===== src/hdl/rcmd_defs.svh =====
`ifndef RCMD_DEFS_SVH
`define RCMD_DEFS_SVH

// factors are held in half units: 5 means 2.5
// five bits: a core factor of 8 needs 16 halves
`define RCMD_FACTOR_W 5
`define RCMD_CODE_W 7
`define RCMD_UPPER_W 4
`define RCMD_PIN_W 3
// extended table, first block: 33 MHz input
`define RCMD_EXT_LO_FIRST 7'h08
`define RCMD_EXT_LO_LAST 7'h20
`define RCMD_EXT_LO_CORE_STEPS 3'h5
`define RCMD_EXT_LO_CPM_BASE 5'h04
`define RCMD_EXT_LO_CORE_BASE 5'h08
// reserved gap
`define RCMD_RSV_FIRST 7'h21
`define RCMD_RSV_LAST 7'h2c
// extended table, second block: 66 MHz input
`define RCMD_EXT_HI_FIRST 7'h2d
`define RCMD_EXT_HI_LAST 7'h44
`define RCMD_EXT_HI_CORE_STEPS 3'h6
`define RCMD_EXT_HI_CPM_BASE 5'h04
`define RCMD_EXT_HI_CORE_BASE 5'h04
// factor steps in half units
`define RCMD_STEP_WHOLE 5'h02
`define RCMD_STEP_HALF 5'h01
// reset values of the factors: basic code 000
`define RCMD_RST_CPM 5'h06
`define RCMD_RST_CORE 5'h08

`endif


===== src/hdl/rcmd_pkg.sv =====
package rcmd_pkg;
  `include "rcmd_defs.svh"

  typedef enum logic [2:0] {
    RCMD_LOCAL = 3'h1,
    RCMD_BRIDGE_HOST = 3'h2,
    RCMD_BRIDGE_AGENT = 3'h4
  } rcmd_clkmode_t;

  typedef enum logic [1:0] {
    RCMD_WAIT_POR = 2'h1,
    RCMD_RUN = 2'h2
  } rcmd_state_t;

  typedef struct packed {
    rcmd_state_t state;
    logic [`RCMD_CODE_W-1:0] code;
    logic [`RCMD_FACTOR_W-1:0] cpmFactor;
    logic [`RCMD_FACTOR_W-1:0] coreFactor;
    logic reserved;
    rcmd_clkmode_t clockMode;
    logic bridgeRangeLow;
  } rcmd_regs_t;
endpackage


===== src/hdl/rcmd_decoder.sv =====
`timescale 1ns/1ps
`include "rcmd_defs.svh"
// How it works
// - sample three mode pins during hard reset
// - new configuration only applies after power-on reset
// - 33 MHz basic codes: fixed factor table
// - 66 MHz basic codes: fixed factor table
// - strap adds four upper bits above pins
// - extended low block steps; gap is reserved
// - extended high block steps in half units
// - bridge strap picks local, host or agent
// - bridge mode takes bits from local lines
module rcmd_decoder
(
  input wire logic clock,
  input wire logic rst_n,
  input wire logic clockEnable,
  input wire logic power_on_reset,
  input wire logic hard_reset,
  input wire logic [2:0] clock_mode_select,
  input wire logic reset_config_strap,
  input wire logic [3:0] clock_mode_upper_bits,
  input wire logic bridge_clock_select,
  input wire logic bridge_role_select,
  input wire logic bridge_clock_range_select,
  input wire logic local_gp_line_0,
  input wire logic local_gp_line_1,
  input wire logic local_gp_line_2,
  input wire logic local_gp_line_3,
  input wire logic local_gp_line_5,
  output rcmd_pkg::rcmd_clkmode_t clockMode,
  output logic [6:0] modeCode,
  output logic [`RCMD_FACTOR_W-1:0] cpmFactorHalves,
  output logic [`RCMD_FACTOR_W-1:0] coreFactorHalves,
  output logic reservedCode,
  output logic bridgeRangeLow,
  output logic configValid
);
  import rcmd_pkg::*;

  rcmd_regs_t regs;
  rcmd_regs_t next_regs;
  logic [`RCMD_UPPER_W-1:0] upperBits;
  logic [`RCMD_CODE_W-1:0] sampledCode;
  logic rangeBit;
  rcmd_clkmode_t sampledMode;
  logic [`RCMD_FACTOR_W-1:0] decCpm;
  logic [`RCMD_FACTOR_W-1:0] decCore;
  logic decReserved;
  logic [`RCMD_CODE_W-1:0] offset;
  logic [`RCMD_CODE_W-1:0] stepIdx;
  logic [2:0] coreIdx;

  // ----------------------------------------------------------------
  // strap sources
  // ----------------------------------------------------------------
  always_comb
  begin
    if (bridge_clock_select)
    begin
      sampledMode = RCMD_LOCAL;
    end
    else if (bridge_role_select)
    begin
      sampledMode = RCMD_BRIDGE_AGENT;
    end
    else
    begin
      sampledMode = RCMD_BRIDGE_HOST;
    end
    // bridge modes reuse local lines; local mode keeps dedicated straps
    if (sampledMode != RCMD_LOCAL)
    begin
      upperBits = {local_gp_line_0, local_gp_line_1, local_gp_line_2, local_gp_line_3};
      rangeBit = local_gp_line_5;
    end
    else
    begin
      upperBits = clock_mode_upper_bits;
      rangeBit = bridge_clock_range_select;
    end
    // upper bits only count in the extended sequence
    if (reset_config_strap)
    begin
      sampledCode = {upperBits, clock_mode_select};
    end
    else
    begin
      sampledCode = {4'h0, clock_mode_select};
    end
  end

  // ----------------------------------------------------------------
  // factor decode, half units
  // ----------------------------------------------------------------
  always_comb
  begin
    decCpm = `RCMD_RST_CPM;
    decCore = `RCMD_RST_CORE;
    decReserved = 1'b0;
    offset = 7'h00;
    stepIdx = 7'h00;
    coreIdx = 3'h0;
    if (sampledCode < `RCMD_EXT_LO_FIRST)
    begin
      // basic codes: upper bits zero
      case (sampledCode[2:0])
        3'h0:
        begin
          decCpm = 5'h06;
          decCore = 5'h08;
        end
        3'h1:
        begin
          decCpm = 5'h06;
          decCore = 5'h0a;
        end
        3'h2:
        begin
          decCpm = 5'h08;
          decCore = 5'h08;
        end
        3'h3:
        begin
          decCpm = 5'h08;
          decCore = 5'h0a;
        end
        3'h4:
        begin
          decCpm = 5'h04;
          decCore = 5'h05;
        end
        3'h5:
        begin
          decCpm = 5'h04;
          decCore = 5'h06;
        end
        3'h6:
        begin
          decCpm = 5'h05;
          decCore = 5'h05;
        end
        default:
        begin
          decCpm = 5'h05;
          decCore = 5'h06;
        end
      endcase
    end
    else if (sampledCode <= `RCMD_EXT_LO_LAST)
    begin
      offset = sampledCode - `RCMD_EXT_LO_FIRST;
      stepIdx = offset / 7'(`RCMD_EXT_LO_CORE_STEPS);
      coreIdx = 3'(offset % 7'(`RCMD_EXT_LO_CORE_STEPS));
      decCpm = `RCMD_EXT_LO_CPM_BASE + 5'(stepIdx) * `RCMD_STEP_WHOLE;
      decCore = `RCMD_EXT_LO_CORE_BASE + 5'(coreIdx) * `RCMD_STEP_WHOLE;
    end
    else if (sampledCode <= `RCMD_RSV_LAST)
    begin
      decReserved = 1'b1;
    end
    else if (sampledCode <= `RCMD_EXT_HI_LAST)
    begin
      offset = sampledCode - `RCMD_EXT_HI_FIRST;
      stepIdx = offset / 7'(`RCMD_EXT_HI_CORE_STEPS);
      coreIdx = 3'(offset % 7'(`RCMD_EXT_HI_CORE_STEPS));
      decCpm = `RCMD_EXT_HI_CPM_BASE + 5'(stepIdx) * `RCMD_STEP_HALF;
      decCore = `RCMD_EXT_HI_CORE_BASE + 5'(coreIdx) * `RCMD_STEP_HALF;
    end
    else
    begin
      // above the table: no defined ratio
      decReserved = 1'b1;
    end
  end

  // ----------------------------------------------------------------
  // latch and hold
  // ----------------------------------------------------------------
  always_comb
  begin
    next_regs = regs;
    case (regs.state)
      RCMD_WAIT_POR:
      begin
        // resample while hard reset is held; run once both resets are released
        if (hard_reset)
        begin
          next_regs.code = sampledCode;
          next_regs.cpmFactor = decCpm;
          next_regs.coreFactor = decCore;
          next_regs.reserved = decReserved;
          next_regs.clockMode = sampledMode;
          next_regs.bridgeRangeLow = (sampledMode != RCMD_LOCAL) && rangeBit;
        end
        else if (!power_on_reset)
        begin
          next_regs.state = RCMD_RUN;
        end
      end
      RCMD_RUN:
      begin
        // hard reset alone does not reload ratios
        if (power_on_reset)
        begin
          next_regs.state = RCMD_WAIT_POR;
        end
      end
      default:
      begin
        next_regs.state = RCMD_WAIT_POR;
      end
    endcase
  end

  always_ff @(posedge clock or negedge rst_n)
  begin
    if (!rst_n)
    begin
      regs <= '{state: RCMD_WAIT_POR, code: 7'h00, cpmFactor: `RCMD_RST_CPM,
                coreFactor: `RCMD_RST_CORE, reserved: 1'b0, clockMode: RCMD_LOCAL,
                bridgeRangeLow: 1'b0};
    end
    else if (clockEnable)
    begin
      regs <= next_regs;
    end
  end

  assign clockMode = regs.clockMode;
  assign modeCode = regs.code;
  assign cpmFactorHalves = regs.cpmFactor;
  assign coreFactorHalves = regs.coreFactor;
  assign reservedCode = regs.reserved;
  assign bridgeRangeLow = regs.bridgeRangeLow;
  assign configValid = (regs.state == RCMD_RUN);
endmodule


===== config.mk =====
export PLATFORM = sky130hd
export DESIGN_NAME = rcmd_decoder
export DESIGN_NICKNAME = d
export VERILOG_FILES = /design/src/hdl/rcmd_pkg.sv /design/src/hdl/rcmd_decoder.sv
export VERILOG_INCLUDE_DIRS = /design/src /design/src/hdl
export SDC_FILE = /design/constraint.sdc
export NUM_CORES = 1
export LEC_CHECK = 0
export BUFFER_PORTS_ARGS = -buffer_cell sky130_fd_sc_hd__buf_2
export CAP_MARGIN = 20
export CORE_MARGIN = 2
export CORE_UTILIZATION = 50
export DETAILED_ROUTE_END_ITERATION = 7
export MAX_ROUTING_LAYER = met4
export PLACE_DENSITY = 0.84
export SLEW_MARGIN = 0
export SYNTH_ARGS = -nofsm -noshare
export SYNTH_HDL_FRONTEND = slang
export SYNTH_SLANG_ARGS = --single-unit

===== constraint.sdc =====
create_clock -name clock -period 1.8 [get_ports clock]
set_clock_uncertainty 0.05 [all_clocks]
set_input_delay 0.18 -clock clock [delete_from_list [all_inputs] [get_ports clock]]
set_output_delay 0.18 -clock clock [all_outputs]
set_load 0.05 [all_outputs]

==> flow_summary.yaml <==
status:
  outcome: "finished, violations left"
  violations: "negative setup slack"
place:
  numPortBuffers: 42
  pre_cts_slack_ps: -1610
  place_congestion: 0.989
  hpwlAfterDp_mm: 8.30
synth:
  synth_adder_area_share_pct: 4.89
  synth_compound_area_share_pct: 35.4
  synth_top_family_by_area: "compound AO/OA/AOI/OAI gates"
  netlist_area_um2: 3280
  synth_cell_types: 83
  synth.area.mux_share_pct: 3.74
  syn-num-nets: 460
  synth-seq-cells: 24
  yosysSeqAreaShare_pct: 18.5
  synthSimpleGateAreaFrac_pct: 23.7
  synth-xor-area-share_pct: 3.47
  synth_cells: 427
  synthFlopType: "dfrtp_1"
  syn_area_per_cell_um2: 7.67
  ys_warn_count: 0
  synth_edf_count: 0
  synthArstFlopShare_pct: 100
final_layout:
  nets: 608
  multi_input_area_um2: 2710
  regArea_um2: 607
  drive_gt1_share_pct: 48.6
  fin_util_pct: 77.7
  mostFrequentLayoutCell: "buf_4"
  n_antenna_cell: 0
  fillers: 412
  mostFrequentLayoutCells: "127 x buf_4, 45 x nand2_1, 41 x buf_2"
  area_growth_pct: 50.6
routing:
  ant_nets: 0
  firstDrtPassIters: 5
  vias: 4141
  routed_wl_mm: 12.1
  post_drt_wl_per_cell_um: 18.7
  viasPerCell: 6.36
  route.detailed.drc: 0
  drt_iter0_drc: 398
cts:
  clk_pin_slew_ps: 80
  htreeDepth: 1
  clk_latency_ps: 270
  cts-root-buf: "clkbuf_8"
  clockBufferDepth: 2
  cts_sinks: 24
  cts_tree: "done"
  numCtsBuffers: 3
timing:
  rsz0062_at_grt: "true"
  period_share_pct: 174
  maxSlewHeadroom_pct: 50.3
  max_clock_freq_mhz: 319
  drv_slew: 0
  hold_viol: 0
  worst_slack_ps: -1340
  finalCriticalPeriod_ps: 3140
  setup_viol: 10
  worst_pin_slew_ps: 738
floorplan:
  fp.dieArea_um2: 7220
  ios: 44
  die_h_um: 85.0
  start_util_pct: 51.6
  coreArea_um2: 6350
  row_count: 29
  die_w_um: 85.0
power:
  powerDensity_nw_per_um2: 787
  vdd_ir_drop_max_mv: 0.834
  p_leak_uw: 0.00218
critical_path:
  start_kind: "primary input"
  endpoint: "coreFactorHalves[2]$_DFFE_PN0P_"
  worstReg2RegEnd: "cpmFactorHalves[2]$_DFFE_PN1P_"
  cp-startpoint: "bridge_clock_select"
  rr_startpoint: "regs[22]$_DFFE_PN1P_"
  arrival_ps: 3270
  path_class: "in2reg"
  reg2reg_slack_ps: -60
  crit_fanout: 4
  critPathCaptureType: "flip-flop"
  reg2reg_depth: 6
  crit_required_ps: 1930
global_routing:
  grt_pass1_vias: 4022
  antenna_found_initial: 0
  grt_max_degree: 35
  grt_overflow: 0
  grtUsageTotal_pct: 32.7
  grt_pass1_wl_mm: 18.7
flow_run:
  cap_violations: 0
min_path:
  hp-class: "in2reg"
stage by stage:
stage | TNS [ps] | area, um^2 | hold slack (ps) | instances | power (uW)
after floorplan | -13580 | 3420 | -166 | 427 | 2520
after global placement | -13530 | 4320 | 118 | 621 | 3030
after detailed placement | -14470 | 4320 | 128 | 621 | 3120
after CTS | -9890 | 4780 | 58.6 | 642 | 3680
after global routing | -11820 | 4930 | 75.2 | 651 | 4070
final | -11140 | 4930 | 58.5 | 651 | 3880
how the worst min path moves through the flow:
stage	from	to	slack, ps	depth (start not counted)
floorplan	rst_n	bridgeRangeLow$_DFFE_PN0P_	-170	0
CTS	bridge_role_select	clockMode[1]$_DFFE_PN0P_	60	2
global placement	rst_n	clockMode[1]$_DFFE_PN0P_	120	1
finish	bridge_role_select	clockMode[1]$_DFFE_PN0P_	60	2
global route	bridge_role_select	clockMode[1]$_DFFE_PN0P_	80	2
detailed placement	rst_n	clockMode[1]$_DFFE_PN0P_	130	1
synth_stat cells, drive strengths merged (5+ instances only):
master	n	area (um^2)
nand2	53	204
o21ai	40	208
buf	39	272
nor2	38	158
a21oi	26	141
dfrtp	19	475
nor3	16	111
nand3	13	65.1
ha	12	150
o211ai	12	90.1
xnor2	10	87.6
clkbuf	9	33.8
inv	7	26.3
nand2b	7	43.8
a31oi	6	37.5
a32oi	6	78.8
dfstp	5	131
mux2i	5	66.3
o22ai	5	31.3
or3	5	36.3
flip-flops by register name, indices dropped and copies added (netlist names):
signal            flops
modeCode              7
coreFactorHalves      5
cpmFactorHalves       5
clockMode             3
regs                  2
bridgeRangeLow        1
reservedCode          1
cell families (layout without fill, tap and decap cells):
| group | Yosys count | count (layout) |
|---|---|---|
| DFF | 24 | 24 |
| AOI/OAI and AO/OA | 156 | 156 |
| xor gates and xnor gates | 13 | 13 |
| and+or+nand+nor | 155 | 155 |
| muxes | 9 | 9 |
| buffers and inverters | 57 | 204 |
| adders and majority gates | 13 | 13 |
power breakdown:
part	switching [uW]	internal [uW]
sequential	77.8	700
combinational	1650	1130
clock	163	158
critical path, stage by stage:
cell	delay (ps)
buf_8	100
mux2_4	320
nand2_4	90
buf_6	110
ha_4	140
a32oi_4	120
xnor2_2	170
buf_4	150
nand4_1	60
a21oi_1	70
a311o_1	330
a31o_4	230
ha_4	160
o21bai_4	170
or3_4	410
o21ai_2	210
o221ai_2	130
o211ai_1	110
timing repair:
action,in CTS,in global routing
gates resized for setup,60,19
setup endpoints to repair,10,11
pin swaps,32,19
hold endpoints to repair,19,0
buffers inserted,18,11
hold buffers,1,0
area by class of cell:
class	count	share of cell area [%]
repair buffers	191	29.0
clock buffers	4	0.913
flip-flops and latches	24	12.3
inverters	9	0.786
multi-input cells	346	55.0
well taps	77	1.95
metal layers:
metal / up-vias / part of all wire [%] / track usage [%]
li1: 1879 / - / -
met1: 1948 / 38 / 36.8
met2: 245 / 50 / 56.9
met3: 69 / 7.2 / 3.70
met4: 0 / 5.0 / 16.5
met5: - / 0 / -
Note: power is estimated with default switching activity, not from simulation.
